### src/inc/sbcdma_defines.svh
// Constants for the system bus control and DMA arbitration block.
// Assumes a single 50 MHz mclk with synchronous active-high srst.
//
// Overview of operation
// - Status code selects command strobe
// - I/O write drives normal and early strobes
// - Address latch strobe in first period
// - Data enable opens the transceiver
// - Direction high on write, low on read
// - No commands while DMA owns bus
// - DMA beats the processors, except straight after its own cycle
// - DMA ownership drops enable and ready
// - Grant only at idle/halt without lock
// - Channel priority fixed, zero highest
// - Channel requests sampled every clock
// - Refresh cycle every 16 microseconds
// - Refresh row increments, wraps at 256
// - Page bits extend 64K to 1M
// - Page port drives top address in DMA, except on channel 2
// - DMA clock 50%, processor clock 30%
// - Reset synchronized, DMA forced idle
// - Address latch transparent, holds at fall
// - Upper byte strobed, low byte passed straight through
// - Page driver chosen by active channel
`ifndef SBCDMA_DEFINES_SVH
`define SBCDMA_DEFINES_SVH

// ==========================================================
// Status codes
`define SBC_ST_IRQ_ACK   3'h0
`define SBC_ST_IO_RD     3'h1
`define SBC_ST_IO_WR     3'h2
`define SBC_ST_HALT      3'h3
`define SBC_ST_FETCH     3'h4
`define SBC_ST_MEM_RD    3'h5
`define SBC_ST_MEM_WR    3'h6
`define SBC_ST_PASSIVE   3'h7

// ==========================================================
// Timing
`define SBC_MCLK_HZ      50000000
`define SBC_SYS_CLK_HZ   4915200
`define SBC_REFRESH_US   16
`define SBC_REFRESH_CYC  ((`SBC_MCLK_HZ / 1000000) * `SBC_REFRESH_US)
`define SBC_ROWS         256
// System clock from mclk: period of 10 mclk (5 MHz nearest)
`define SBC_SYS_DIV      10
`define SBC_SYS_HI33     3
`define SBC_SYS_HI50     5
// Bus cycle periods T1..T4 each one system clock
`define SBC_DMA_PERIODS  4

`endif

### src/inc/sbcdma_pkg.sv
// Types for the system bus control and DMA arbitration block.
// Assumes the defines header is included by users of numbers.
`default_nettype none
package sbcdma_pkg;
   typedef enum logic [1:0] {SBCDMA_OWN_CPU, SBCDMA_OWN_WAIT, SBCDMA_OWN_DMA} sbcdma_own_t;
   typedef enum logic [2:0] {SBCDMA_T_IDLE, SBCDMA_T1, SBCDMA_T2, SBCDMA_T3,
                             SBCDMA_T4} sbcdma_tstate_t;
endpackage
`default_nettype wire

### src/logic/sbcdma_sync3.sv
// Three-stage input synchronizer with agreement filter, per bit.
// Assumes input is asynchronous to mclk.
`default_nettype none
module sbcdma_sync3
   import sbcdma_pkg::*;
#(
   parameter int W = 4
) (
   // Clock and reset
   input  wire logic         mclk,
   input  wire logic         srst,
   // Data
   input  wire logic [W-1:0] din,
   output logic      [W-1:0] dout
);
   logic [W-1:0] s1_reg, s2_reg, s3_reg, out_reg;
   logic [W-1:0] out_next;

   // ==========================================================
   // Filter: change counts once stages two and three agree
   always_comb begin
      out_next = out_reg;
      for (int i = 0; i < W; i++) begin
         if (s2_reg[i] == s3_reg[i]) begin
            out_next[i] = s2_reg[i];
         end
      end
   end

   always_ff @(posedge mclk) begin
      if (srst) begin
         s1_reg  <= '0;
         s2_reg  <= '0;
         s3_reg  <= '0;
         out_reg <= '0;
      end else begin
         s1_reg  <= din;
         s2_reg  <= s1_reg;
         s3_reg  <= s2_reg;
         out_reg <= out_next;
      end
   end

   assign dout = out_reg;
endmodule
`default_nettype wire

### src/logic/sbcdma_bus_ctrl.sv
// Bus command decode, single-bus arbiter and DMA channel control.
// Assumes processor status and lock arrive asynchronously on pins;
// DMA channel requests are asynchronous; one mclk domain throughout.
`include "sbcdma_defines.svh"
`default_nettype none
module sbcdma_bus_ctrl
   import sbcdma_pkg::*;
(
   // Clock and reset
   input  wire logic        mclk,
   input  wire logic        srst,
   // Processor status
   input  wire logic [2:0]  status_n,
   input  wire logic        lock_n,
   input  wire logic [19:0] cpu_addr,
   // DMA channel requests and page port
   input  wire logic [3:0]  chan_req,
   input  wire logic [7:0]  page_port_out,
   input  wire logic [15:0] dma_addr,
   // Clocks out
   output logic             system_clock,
   output logic             dma_clock,
   output logic             sys_reset,
   // Command strobes
   output logic             irq_ack_strobe_n,
   output logic             io_read_strobe_n,
   output logic             io_write_strobe_n,
   output logic             early_io_write_strobe_n,
   output logic             mem_read_strobe_n,
   output logic             mem_write_strobe_n,
   // Bus control
   output logic             addr_latch_strobe,
   output logic             xcvr_enable,
   output logic             xcvr_dir_out,
   output logic             bus_owner_enable_n,
   output logic             cpu_ready,
   // DMA status
   output logic [3:0]       chan_ack,
   output logic             dma_upper_addr_strobe,
   output logic [19:0]      sys_addr,
   output logic [7:0]       refresh_row
);
   // ==========================================================
   // Input synchronizers
   logic [3:0] req_s;
   logic [3:0] st_s;
   logic [2:0] st_n;
   logic       lock_s_n;

   // Requests seen on every mclk edge
   sbcdma_sync3 #(.W(4)) u_req_sync (
      .mclk (mclk),
      .srst (srst),
      .din  (chan_req),
      .dout (req_s)
   );

   // Inverted so cleared stages read passive and unlocked after reset
   sbcdma_sync3 #(.W(4)) u_st_sync (
      .mclk (mclk),
      .srst (srst),
      .din  ({~lock_n, ~status_n}),
      .dout (st_s)
   );
   assign st_n     = ~st_s[2:0];
   assign lock_s_n = ~st_s[3];

   // ==========================================================
   // Clock dividers and reset synchronization
   logic [3:0] div_reg, div_next;
   logic       sys_edge;
   logic       rst_reg, rst_next;

   always_comb begin
      div_next = (div_reg == 4'(`SBC_SYS_DIV - 1)) ? 4'h0 : div_reg + 4'h1;
      rst_next = srst;
   end

   always_ff @(posedge mclk) begin
      rst_reg <= rst_next;
      if (srst) begin
         div_reg <= 4'h0;
      end else begin
         div_reg <= div_next;
      end
   end

   // Two duty cycles from one count keep both clocks in phase
   assign system_clock = (div_reg < 4'(`SBC_SYS_HI33));
   assign dma_clock    = (div_reg < 4'(`SBC_SYS_HI50));
   assign sys_edge     = (div_reg == 4'(`SBC_SYS_DIV - 1));
   assign sys_reset    = rst_reg;

   // ==========================================================
   // Refresh timer and row counter
   localparam int REF_CYC = `SBC_REFRESH_CYC;
   logic [9:0] ref_cnt_reg, ref_cnt_next;
   logic       ref_pend_reg, ref_pend_next;
   logic [7:0] row_reg, row_next;
   logic       ref_tick;
   logic       refresh_done;

   assign ref_tick = (ref_cnt_reg == 10'(REF_CYC - 1));

   always_comb begin
      ref_cnt_next  = ref_tick ? 10'h000 : ref_cnt_reg + 10'h001;
      ref_pend_next = ref_pend_reg;
      row_next      = row_reg;
      if (refresh_done) begin
         ref_pend_next = 1'b0;
         row_next      = row_reg + 8'h01;
      end
      // A new tick wins over the clear of the old one
      if (ref_tick) begin
         ref_pend_next = 1'b1;
      end
   end

   always_ff @(posedge mclk) begin
      if (srst) begin
         ref_cnt_reg  <= 10'h000;
         ref_pend_reg <= 1'b0;
         row_reg      <= 8'h00;
      end else begin
         ref_cnt_reg  <= ref_cnt_next;
         ref_pend_reg <= ref_pend_next;
         row_reg      <= row_next;
      end
   end
   assign refresh_row = row_reg;

   // ==========================================================
   // Channel priority
   function automatic logic [3:0] pick_chan(input logic [3:0] r);
      logic [3:0] g;
      g = 4'h0;
      if (r[0]) begin
         g = 4'h1;
      end else if (r[1]) begin
         g = 4'h2;
      end else if (r[2]) begin
         g = 4'h4;
      end else if (r[3]) begin
         g = 4'h8;
      end
      return g;
   endfunction

   logic [3:0] eff_req;
   logic       dma_req;
   // Refresh request folds onto channel 2
   assign eff_req = {req_s[3], req_s[2] | ref_pend_reg, req_s[1:0]};
   assign dma_req = |eff_req;

   // ==========================================================
   // Arbiter and DMA cycle sequencer
   sbcdma_own_t    own_reg, own_next;
   sbcdma_tstate_t dt_reg, dt_next;
   logic [3:0]     ack_reg, ack_next;
   logic           cpu_quiet;
   logic           gap_reg, gap_next;

   // Grant only at idle/halt with lock released
   assign cpu_quiet = ((st_n == `SBC_ST_PASSIVE) || (st_n == `SBC_ST_HALT))
                      && lock_s_n;

   always_comb begin
      own_next = own_reg;
      dt_next  = dt_reg;
      ack_next = ack_reg;
      gap_next = gap_reg;
      refresh_done = 1'b0;
      if (sys_edge) begin
         unique case (own_reg)
            SBCDMA_OWN_CPU: begin
               // DMA beats the processors when the bus is free and status has left passive since the last DMA cycle ended
               if (dma_req && cpu_quiet && !gap_reg) begin
                  own_next = SBCDMA_OWN_DMA;
                  dt_next  = SBCDMA_T1;
                  ack_next = pick_chan(eff_req);
               end
               if (st_n != `SBC_ST_PASSIVE) begin
                  gap_next = 1'b0;
               end
            end
            SBCDMA_OWN_DMA: begin
               unique case (dt_reg)
                  SBCDMA_T1:   dt_next = SBCDMA_T2;
                  SBCDMA_T2:   dt_next = SBCDMA_T3;
                  SBCDMA_T3:   dt_next = SBCDMA_T4;
                  SBCDMA_T4: begin
                     // Single transfer: release after one cycle
                     dt_next  = SBCDMA_T_IDLE;
                     own_next = SBCDMA_OWN_WAIT;
                     refresh_done = ack_reg[2] && ref_pend_reg;
                     ack_next = 4'h0;
                     gap_next = 1'b1;
                  end
                  default:     dt_next = SBCDMA_T_IDLE;
               endcase
            end
            SBCDMA_OWN_WAIT: begin
               own_next = SBCDMA_OWN_CPU;
            end
            default: own_next = SBCDMA_OWN_CPU;
         endcase
      end
   end

   always_ff @(posedge mclk) begin
      if (srst) begin
         own_reg <= SBCDMA_OWN_CPU;
         dt_reg  <= SBCDMA_T_IDLE;
         ack_reg <= 4'h0;
         gap_reg <= 1'b0;
      end else begin
         own_reg <= own_next;
         dt_reg  <= dt_next;
         ack_reg <= ack_next;
         gap_reg <= gap_next;
      end
   end

   logic cpu_owns;
   assign cpu_owns = (own_reg == SBCDMA_OWN_CPU);

   // ==========================================================
   // Processor bus cycle tracker
   sbcdma_tstate_t ct_reg, ct_next;
   logic [2:0]     cmd_reg, cmd_next;
   logic           cmd_act;

   assign cmd_act = (st_n != `SBC_ST_PASSIVE) && (st_n != `SBC_ST_HALT);

   always_comb begin
      ct_next  = ct_reg;
      cmd_next = cmd_reg;
      if (sys_edge) begin
         unique case (ct_reg)
            SBCDMA_T_IDLE: begin
               // Decoder disabled while DMA holds the bus
               if (cmd_act && cpu_owns) begin
                  ct_next  = SBCDMA_T1;
                  cmd_next = st_n;
               end
            end
            SBCDMA_T1:   ct_next = SBCDMA_T2;
            SBCDMA_T2:   ct_next = SBCDMA_T3;
            SBCDMA_T3:   ct_next = cpu_owns ? SBCDMA_T4 : SBCDMA_T3;
            SBCDMA_T4:   ct_next = SBCDMA_T_IDLE;
            default:     ct_next = SBCDMA_T_IDLE;
         endcase
      end
   end

   always_ff @(posedge mclk) begin
      if (srst) begin
         ct_reg  <= SBCDMA_T_IDLE;
         cmd_reg <= `SBC_ST_PASSIVE;
      end else begin
         ct_reg  <= ct_next;
         cmd_reg <= cmd_next;
      end
   end

   // ==========================================================
   // Command strobes and transceiver control
   logic in_data, cmd_on, early_on;
   assign in_data  = (ct_reg == SBCDMA_T2) || (ct_reg == SBCDMA_T3);
   assign cmd_on   = cpu_owns && ((ct_reg == SBCDMA_T3) ||
                     (ct_reg == SBCDMA_T2 && cmd_reg != `SBC_ST_IO_WR &&
                      cmd_reg != `SBC_ST_MEM_WR));
   assign early_on = cpu_owns && in_data;

   always_comb begin
      irq_ack_strobe_n        = !(cmd_on && cmd_reg == `SBC_ST_IRQ_ACK);
      io_read_strobe_n        = !(cmd_on && cmd_reg == `SBC_ST_IO_RD);
      io_write_strobe_n       = !(cmd_on && cmd_reg == `SBC_ST_IO_WR);
      early_io_write_strobe_n = !(early_on && cmd_reg == `SBC_ST_IO_WR);
      mem_read_strobe_n       = !(cmd_on && (cmd_reg == `SBC_ST_MEM_RD ||
                                  cmd_reg == `SBC_ST_FETCH));
      mem_write_strobe_n      = !(cmd_on && cmd_reg == `SBC_ST_MEM_WR);
   end

   // Latch strobe high across the first period only
   assign addr_latch_strobe  = cpu_owns && (ct_reg == SBCDMA_T1);
   assign xcvr_enable        = cpu_owns && in_data;
   assign xcvr_dir_out       = (cmd_reg == `SBC_ST_IO_WR) ||
                               (cmd_reg == `SBC_ST_MEM_WR);
   assign bus_owner_enable_n = !cpu_owns;
   assign cpu_ready          = cpu_owns;
   assign chan_ack           = ack_reg;
   assign dma_upper_addr_strobe = (dt_reg == SBCDMA_T1);

   // ==========================================================
   // Address latches and page selection
   logic [19:0] cpu_lat_reg, cpu_lat_next;
   logic [7:0]  dma_hi_reg, dma_hi_next;
   logic [3:0]  page_bits;
   logic [19:0] addr_next, addr_reg;

   // Channel 1 uses upper nibble; channels 0 and 3 the lower
   assign page_bits = ack_reg[1] ? page_port_out[7:4] : page_port_out[3:0];

   always_comb begin
      cpu_lat_next = addr_latch_strobe ? cpu_addr : cpu_lat_reg;
      dma_hi_next  = dma_upper_addr_strobe ? dma_addr[15:8] : dma_hi_reg;
      if (own_reg == SBCDMA_OWN_DMA) begin
         // 64K native reach plus four page bits gives 1M
         addr_next = {page_bits, dma_hi_next, dma_addr[7:0]};
         if (ack_reg[2]) begin
            addr_next = {12'h000, row_reg};
         end
      end else begin
         addr_next = cpu_lat_next;
      end
   end

   always_ff @(posedge mclk) begin
      if (srst) begin
         cpu_lat_reg <= 20'h00000;
         dma_hi_reg  <= 8'h00;
         addr_reg    <= 20'h00000;
      end else begin
         cpu_lat_reg <= cpu_lat_next;
         dma_hi_reg  <= dma_hi_next;
         addr_reg    <= addr_next;
      end
   end
   assign sys_addr = addr_reg;
endmodule
`default_nettype wire

### config.mk
export PLATFORM = sky130hd
export DESIGN_NAME = sbcdma_bus_ctrl
export DESIGN_NICKNAME = d
export VERILOG_FILES = /design/src/inc/sbcdma_pkg.sv /design/src/logic/sbcdma_sync3.sv /design/src/logic/sbcdma_bus_ctrl.sv
export VERILOG_INCLUDE_DIRS = /design/src /design/src/inc
export SDC_FILE = /design/constraint.sdc
export NUM_CORES = 1
export LEC_CHECK = 0
export BUFFER_PORTS_ARGS = -buffer_cell sky130_fd_sc_hd__buf_2
export CAP_MARGIN = 20
export CORE_MARGIN = 1.5
export CORE_UTILIZATION = 53
export DETAILED_ROUTE_END_ITERATION = 12
export MAX_ROUTING_LAYER = met4
export PLACE_DENSITY = 0.74
export SLEW_MARGIN = 5
export SYNTH_ARGS = -nofsm -noshare
export SYNTH_HDL_FRONTEND = slang
export SYNTH_SLANG_ARGS = --single-unit
### constraint.sdc
create_clock -name mclk -period 2.1 [get_ports mclk]
set_input_delay 0.315 -clock mclk [delete_from_list [all_inputs] [get_ports mclk]]
set_output_delay 0.315 -clock mclk [all_outputs]
set_load 0.005 [all_outputs]
======== Word-level counts from Yosys, hierarchy flattened ========
Index checks and enable logic that the tools add are counted.
storage, ports and cells
  input bits .............................. 54
  register bits ........................... 120
  word-level logic and storage cells ...... 144
operators by class
  add/sub/neg operators ................... 3
  bitwise operators ....................... 5
  equality and inequality tests ........... 33
  $lt $le $gt $ge ......................... 2
  reductions and logical operators ........ 44
  mux-type cells .......................... 29
operator list
  cell                                                                    number
  20-bit 2-to-1 mux                                                       3
  4-bit 2-to-1 mux                                                        7
  3-bit by 2-bit equality test with 1-bit output (second input constant)  6
  1-bit logical AND                                                       17
  3-bit equality test (second input constant)                             5
  3-bit one-hot mux with 4 select lines                                   1
  10-bit by 1-bit adder with 10-bit output (second input constant)        1
  10-bit equality test (second input constant)                            1
  3-bit by 1-bit equality test with 1-bit output (second input constant)  3
  3-bit 2-to-1 mux                                                        3
  3-bit one-hot mux with 3 select lines                                   1
  3-bit AND reduction                                                     3
  8-bit by 1-bit adder with 8-bit output (second input constant)          1
  1-bit equality test                                                     8
  1-bit logical NOT                                                       8
  8-bit 2-to-1 mux                                                        1
  4-bit one-hot mux with 2 select lines                                   1
  4-bit AND reduction                                                     2
  1-bit 2-to-1 mux                                                        7
  3-bit logical NOT                                                       2
  2-bit by 1-bit != test with 1-bit output (second input constant)        3
  3-bit by 2-bit != test with 1-bit output (second input constant)        2
  3-bit != test (second input constant)                                   2
  3-bit NOT                                                               2
  other kinds (18)                                                        26

======== Longest topological paths before layout ========
Gate-level depths: netlist of the first run.
  word-level depth ........................ 8
  depth in mapped cells ................... 7
  depth with buffers taken out ............ 6

======== By module ========
From an unflattened synthesis of the first run, not the netlist that was laid out.
unflattened totals
  cells, all modules ...................... 486
  area total of the unflattened synthesis .. 4653.2 µm²
by module, submodules not included
  module           area each (µm²)  instances  sequential area each (µm²)  cells each
  sbcdma_bus_ctrl  3679.8           1          1761.7                      404
  sbcdma_sync3     486.7            2          320.3                       41

======== Worst setup path before layout of the first run ========
No wires, ideal clock.
  path type ............................... flip-flop to flip-flop
  start point ............................. reg own_reg[0]
  end point ............................... reg addr_reg[5] (netlist: sys_addr[5])
  setup slack ............................. 338 ps
  arrival time ............................ 1666 ps
  required time ........................... 2005 ps
  stages on the path, launching flop included .. 8
  clock period less this slack ............ 1762 ps
  path through ............................ dfxtp_1 > nor2_4 > inv_2 > or4_1 > buf_2 > buf_6 > mux2i_1 > a221oi_1
on the way
  cells in the longest elaborated chain, start to end .. 4
RTL lines
  what                    RTL line                RTL
  start, declared         sbcdma_bus_ctrl.sv:157  sbcdma_own_t own_reg, own_next;
  start signal, assigned  sbcdma_bus_ctrl.sv:217  own_reg <= own_next;
  2-bit logical NOT       sbcdma_bus_ctrl.sv:225  assign cpu_owns = (own_reg == SBCDMA_OWN_CPU);
  net cpu_ready           sbcdma_bus_ctrl.sv:36   output logic cpu_ready,
  1-bit logical AND       sbcdma_bus_ctrl.sv:286  assign addr_latch_strobe = cpu_owns && (ct_reg == SBCDMA_T1);
  20-bit 2-to-1 mux       sbcdma_bus_ctrl.sv:306  cpu_lat_next = addr_latch_strobe ? cpu_addr : cpu_lat_reg;
  20-bit 2-to-1 mux       sbcdma_bus_ctrl.sv:308  if (own_reg == SBCDMA_OWN_DMA) begin
  end signal, assigned    sbcdma_bus_ctrl.sv:327  addr_reg <= addr_next;
  end, declared           sbcdma_bus_ctrl.sv:300  logic [19:0] addr_next, addr_reg;
The timed path passes the listed nets, and every way through them passes these cells.
A chain may end at the register's enable or synchronous reset.

======== Final worst setup path of the first run ========
  start point ............................. reg own_reg[0]
  end point ............................... out addr_latch_strobe
on the way
  cells in the longest elaborated chain, start to end .. 2
RTL lines
  what               RTL line                RTL
  2-bit logical NOT  sbcdma_bus_ctrl.sv:225
  1-bit logical AND  sbcdma_bus_ctrl.sv:286
  end, declared      sbcdma_bus_ctrl.sv:32   output logic addr_latch_strobe,
No other way between the ends.

==> impl_metrics.tcl, run 1 <==
set metrics [dict create \
    status "finished with violations" \
    violations "negative setup slack" \
    multi_input_area_sq_um 2010 \
    portBuffers 100 \
    cp_data_required_time_ns 1.78 \
    cts-buffers-inserted 17 \
    die_h_um 95.8 \
    min_period_ns 2.13 \
    crit_fanout 4 \
    power_w 0.00530 \
    grt_overflow 0 \
    htreeDepth 4 \
    avgSynthCellArea_sq_um 9.55 \
    crit_end "addr_latch_strobe" \
    clockRootBuffer "clkbuf_8" \
    synthTopCellsByArea "dfxtp_1 (53%), mux2i_1 (7.2%), nor2_1 (4.6%), a21oi_1 (3.3%), nor2b_1 (3.3%)" \
    ys.flop_type "dfxtp_1" \
    endpoint_kind "output port" \
    cts.reportedPaths.clkPinSlew_ns 0.05 \
    ant_nets 0 \
    met3_length_um 605 \
    gp_congestion 0.883 \
    r2r_end "sys_addr[13]" \
    syn_inst 478 \
    syn_area_sq_um 4560 \
    grt_max_degree 67 \
    ys_async_sr_fraction_pct 0 \
    peakVddDrop_v 0.000743 \
    worstSetupStartpoint "own_reg[0]" \
    grt_pass1_wl_um 15700 \
    drv_cap 0 \
    vias 3820 \
    rsz0062_at_grt "yes" \
    min_path_type "input port to flip-flop" \
    syn_nets 537 \
    yosysTopAreaCell "dfxtp_1" \
    arrival_ns 1.81 \
    ys_top_cells_by_count "dfxtp_1 (120), nor2_1 (56), mux2i_1 (33)" \
    cts_tree "yes" \
    fp.dieW_um 95.8 \
    drive_gt1_share_pct 26.6 \
    wl_per_cell_um 14.3 \
    slew_headroom_pct 56.2 \
    syn2layout_area_growth_pct 28.6 \
    worst_slack_ns -0.0262 \
    grt_pass1_vias 3478 \
    worst_pin_slew_ns 0.657 \
    wl_um 10100 \
    timing_worst_setup_path_type "flip-flop to output port" \
    m1WireLength_um 4540 \
    fmax_mhz 470 \
    worstRegToRegCells 7 \
    synth-seq-cells 120 \
    dp_hpwl_um 6370 \
    setup_viol 1 \
    yosysMostFrequentCell "dfxtp_1" \
    finalMaxSlewViolations 0 \
    pin_count 101 \
    row_count 33 \
    synth_top_area_share_pct 52.6 \
    regArea_sq_um 2410 \
    seq_area_frac_synth_pct 52.6 \
    post-place-ws_ns 0.188 \
    start_util_pct 55.0 \
    highest_layer "met4" \
    avgViaCountPerCell 5.38 \
    clockBufferDepth 2 \
    worstReg2RegStart "own_reg[0]" \
    startpoint_type "flip-flop" \
    post-route-period-util_pct 101 \
    first_pass_iters 4 \
    die_area_sq_um 9180 \
    design.core.area_sq_um 8300 \
    fin_skew_ns 0.00880 \
    nNetsFinal 651 \
    drc 0 \
    n_antenna_cell 0 \
    drt_iter0_markers 204 \
    grt_usage_pct 23.0 \
    synth_edf_count 0 \
    hold_viol 0 \
    fillers 638 \
    routed-wl-met2_um 4830 \
    yosys_warnings 0 \
    cts.sinks 120 \
    insertion_delay_ns 0.51 \
    p_per_area_nw_per_um2 904 \
    antenna_found_initial 0 \
    r2r_setup_slack_ns 0.05 \
    netlist-cell-type-count 51 \
    power.leakage_nw 2.60 \
]
metal layers:
metal / global-route usage [%] / vias to the layer above
met5: - / -
met4: 11.0 / 0
met3: 5.85 / 19
met2: 37.4 / 126
met1: 26.5 / 1773
li1: - / 1902
where the power goes:
group	total [W]	switching, W	internal [W]	leakage (nW)
clock network	0.00263	0.000952	0.00168	0.271
registers	0.00236	0.0000292	0.00233	0.976
logic	0.000311	0.000172	0.000139	1.35
total	0.00530	0.00115	0.00415	2.60
cell type report:
| class | instances | share of cell area (%) |
|---|---|---|
| tap | 105 | 2.24 |
| clock buffer | 24 | 8.19 |
| sequential | 120 | 41.1 |
| timing repair buffer | 124 | 12.4 |
| inverter | 10 | 0.640 |
| clock inverter | 8 | 1.19 |
| multi-input combinational | 319 | 34.3 |
worst max-delay path, stage by stage (launching register included):
cell     delay (ns)
dfxtp_4        0.36
nor2_4         0.13
inv_2          0.05
or4_4          0.59
inv_2          0.08
buf_6          0.08
through the flow:
| stage | utilization [%] | cells | TNS (ns) | cell area (sq um) | hold WS, ns |
|---|---|---|---|---|---|
| after CTS | 70.3 | 706 | -0.0285 | 5840 | 0.00363 |
| final | 70.7 | 710 | -0.0262 | 5870 | 0.0198 |
| after global placement | 62.1 | 665 | 0 | 5150 | 0.416 |
| after detailed placement | 62.1 | 665 | 0 | 5150 | 0.420 |
| after global routing | 70.7 | 710 | -0.195 | 5870 | 0.00366 |
| after floorplan | - | 478 | 0 | 4560 | 0.343 |
placed cells by master (no fill, tap or decap), drive strengths merged, types with 5 or more instances in the layout:
cell / instances
mux2i: 33
nand3: 10
buf: 118
clkbuf: 24
dlygate4sd3: 5
inv: 9
a21oi: 30
nor2b: 24
ha: 5
nor3: 14
xor2: 5
clkinv: 6
o21ai: 15
o22ai: 12
dfxtp: 120
nand4: 7
a221oi: 8
o211ai: 6
nand2b: 12
or4: 5
nand2: 31
nor2: 57
xnor2: 8
worst min path at each step:
stage                    startpoint                    to  slack [ns]  cells after the start
2_1_floorplan                  srst             sys_reset        0.34                      0
3_3_place_gp   u_req_sync.s1_reg[2]  u_req_sync.s2_reg[2]        0.42                      1
3_5_place_dp   u_req_sync.s1_reg[3]  u_req_sync.s2_reg[3]        0.42                      1
4_1_cts                 chan_req[0]  u_req_sync.s1_reg[0]       0.004                      2
5_1_grt                 chan_req[1]  u_req_sync.s1_reg[1]       0.004                      2
6_report                chan_req[2]  u_req_sync.s1_reg[2]        0.02                      2
kinds of logic (layout without fill, tap and decap cells):
logic type	after synthesis	count (layout)	synth area share (%)
fa+ha+maj	5	5	1.37
simple gates	184	184	21.2
buf+inv	39	166	3.70
xor+xnor	13	13	2.49
flops	120	120	52.6
mux	33	33	7.24
compound gates	84	84	11.3
timing repair:
action	CTS	global route
hold buffers	5	0
setup endpoints to repair	2	2
hold endpoints to repair	5	0
cloned	1	0
resized for setup	8	5
setup buffers	3	5
pin swaps	1	3
Power figures use the tool's default switching activity.
==> run 2, diff against run 1 <==
--- a/config.mk
+++ b/config.mk
@@ -9,10 +9,10 @@
 export BUFFER_PORTS_ARGS = -buffer_cell sky130_fd_sc_hd__buf_2
 export CAP_MARGIN = 20
 export CORE_MARGIN = 1.5
-export CORE_UTILIZATION = 53
+export CORE_UTILIZATION = 33
 export DETAILED_ROUTE_END_ITERATION = 12
 export MAX_ROUTING_LAYER = met4
-export PLACE_DENSITY = 0.74
+export PLACE_DENSITY = 0.49
 export SLEW_MARGIN = 5
 export SYNTH_ARGS = -nofsm -noshare
 export SYNTH_HDL_FRONTEND = slang
==> run 2 against run 1 <==
Effect of this change:
- register-to-register slack improved by 0.10 ns
- critical path type unchanged
- cell count is 9.0% higher
- setup slack improved by 0.075 ns
- the flow now finishes without violations
==> impl_metrics.tcl, run 2 (synthesis gave the netlist of run 1 again) <==
set metrics [dict create \
    avgViaCountPerCell 4.77 \
    worstReg2RegStart "own_reg[1]" \
    antenna_found_initial 0 \
    status "finished, final reports clean" \
    drc 0 \
    nNetsFinal 644 \
    endpoint_kind "output port" \
    worstRegToRegCells 7 \
    portBuffers 100 \
    cp_data_required_time_ns 1.78 \
    cts.reportedPaths.clkPinSlew_ns 0.05 \
    grt_max_degree 80 \
    finalMaxSlewViolations 0 \
    layout_common_cells "dfxtp_1 (118), buf_2 (99), nor2_1 (56)" \
    cts.sinks 120 \
    drive_gt1_share_pct 25.9 \
    worst_pin_slew_ns 0.487 \
    peakVddDrop_v 0.000536 \
    grt_usage_pct 14.9 \
    grt_pass1_vias 3554 \
    power_w 0.00569 \
    gp_congestion 0.768 \
    dp_cells 736 \
    design.core.area_sq_um 13300 \
    fin_cells 774 \
    design_area_sq_um 5970 \
    startpoint_type "flip-flop" \
    clockRootBuffer "clkbuf_16" \
    cp_slowest_cell "or4_4" \
    path_cells "nor2_4 -> inv_2 -> or4_4 -> buf_12 -> inv_1 -> buf_2" \
    min_to "u_st_sync.s1_reg[2]" \
    rsz0062_at_grt "yes" \
    cts-buffers-inserted 17 \
    setup_tns_ns 0 \
    worst_path_largest_cell_delay_ns 0.55 \
    arrival_ns 1.74 \
    row_count 42 \
    fp.dieW_um 121 \
    hold_viol 0 \
    power.leakage_nw 2.60 \
    die_area_sq_um 14500 \
    whs_path_depth 2 \
    vias 3691 \
    insertion_delay_ns 0.41 \
    p_per_area_nw_per_um2 953 \
    cts_tree "yes" \
    drv_cap 0 \
    setup_viol 0 \
    grt_pass1_wl_um 16600 \
    fmax_mhz 487 \
    syn2layout_area_growth_pct 30.9 \
    r2r_end "sys_addr[6]" \
    fin_skew_ns 0.00926 \
    fillers 1347 \
    r2r_setup_slack_ns 0.15 \
    clockBufferDepth 2 \
    dp_hpwl_um 6930 \
    crit_fanout 3 \
    ant_nets 0 \
    n_antenna_cell 0 \
    die_h_um 121 \
    first_pass_iters 4 \
    wl_per_cell_um 13.4 \
    start_util_pct 34.2 \
    drt_iter0_markers 193 \
    htreeDepth 4 \
    pin_count 101 \
    grt_overflow 0 \
    placed_area_sq_um 5260 \
    min-delay-start "status_n[2]" \
    wl_um 10400 \
    post-route-period-util_pct 97.7 \
    final_common_cell "dfxtp_1" \
    timing_worst_setup_path_type "flip-flop to output port" \
    min_path_type "input port to flip-flop" \
    slew_headroom_pct 67.5 \
    min_period_ns 2.05 \
]
run 2: layout make-up:
type | count | area [sq um] | share of cell area, %
inverters | 10 | 37.5 | 0.628
clock inverters | 8 | 143 | 2.39
clock buffers | 24 | 482 | 8.06
well taps | 176 | 220 | 3.69
repair buffers | 117 | 677 | 11.3
multi-input cells | 319 | 2010 | 33.7
flip-flops and latches | 120 | 2400 | 40.3
run 2: worst max-delay path by stage:
stage,startpoint,endpoint,slack [ns]
after floorplan,own_reg[0],sys_addr[5],0.34
after global placement,u_req_sync.dout[0],dt_reg[0],0.27
after detailed placement,own_reg[0],sys_addr[5],0.22
after CTS,own_reg[0],addr_latch_strobe,-0.0001
after global routing,own_reg[1],addr_latch_strobe,-0.02
final,own_reg[1],addr_latch_strobe,0.05
run 2: critical path: cells and delay by family, from the launching register on:
kind / cells / cell delay [ns]
simple gates: 2 / 0.66
flops: 1 / 0.34
buf+inv: 4 / 0.33
run 2: repair_timing:
action,CTS,global route
gates resized for setup,4,4
pin swaps,2,2
hold buffers,0,0
buffers inserted,2,3
cloned,0,1
setup endpoints to repair,2,2
run 2: report_power, final:
| part | switching [W] | internal (W) |
|---|---|---|
| Clock | 0.000960 | 0.00207 |
| Sequential | 0.0000257 | 0.00233 |
| Combinational | 0.000168 | 0.000134 |
| Total | 0.00115 | 0.00454 |
run 2: metrics by stage:
step                      util [%]  hold slack [ns]  worst slack (ns)
after detailed placement      39.4            0.425             0.224
after CTS                     44.3           0.0328         -0.000117
after floorplan                  -            0.343             0.338
after global placement        39.4            0.419             0.267
after global routing          44.8           0.0421           -0.0236
final                         44.8           0.0495            0.0485
run 2: routing by layer:
metal	routed length (um)	vias to the layer above	share of wire (%)	GRT usage (%)
met3	556	12	5.4	4.76
li1	-	1897	-	-
met5	0	-	0	-
met1	4890	1684	47	18.2
met4	132	0	1.3	5.88
met2	4780	98	46	22.9
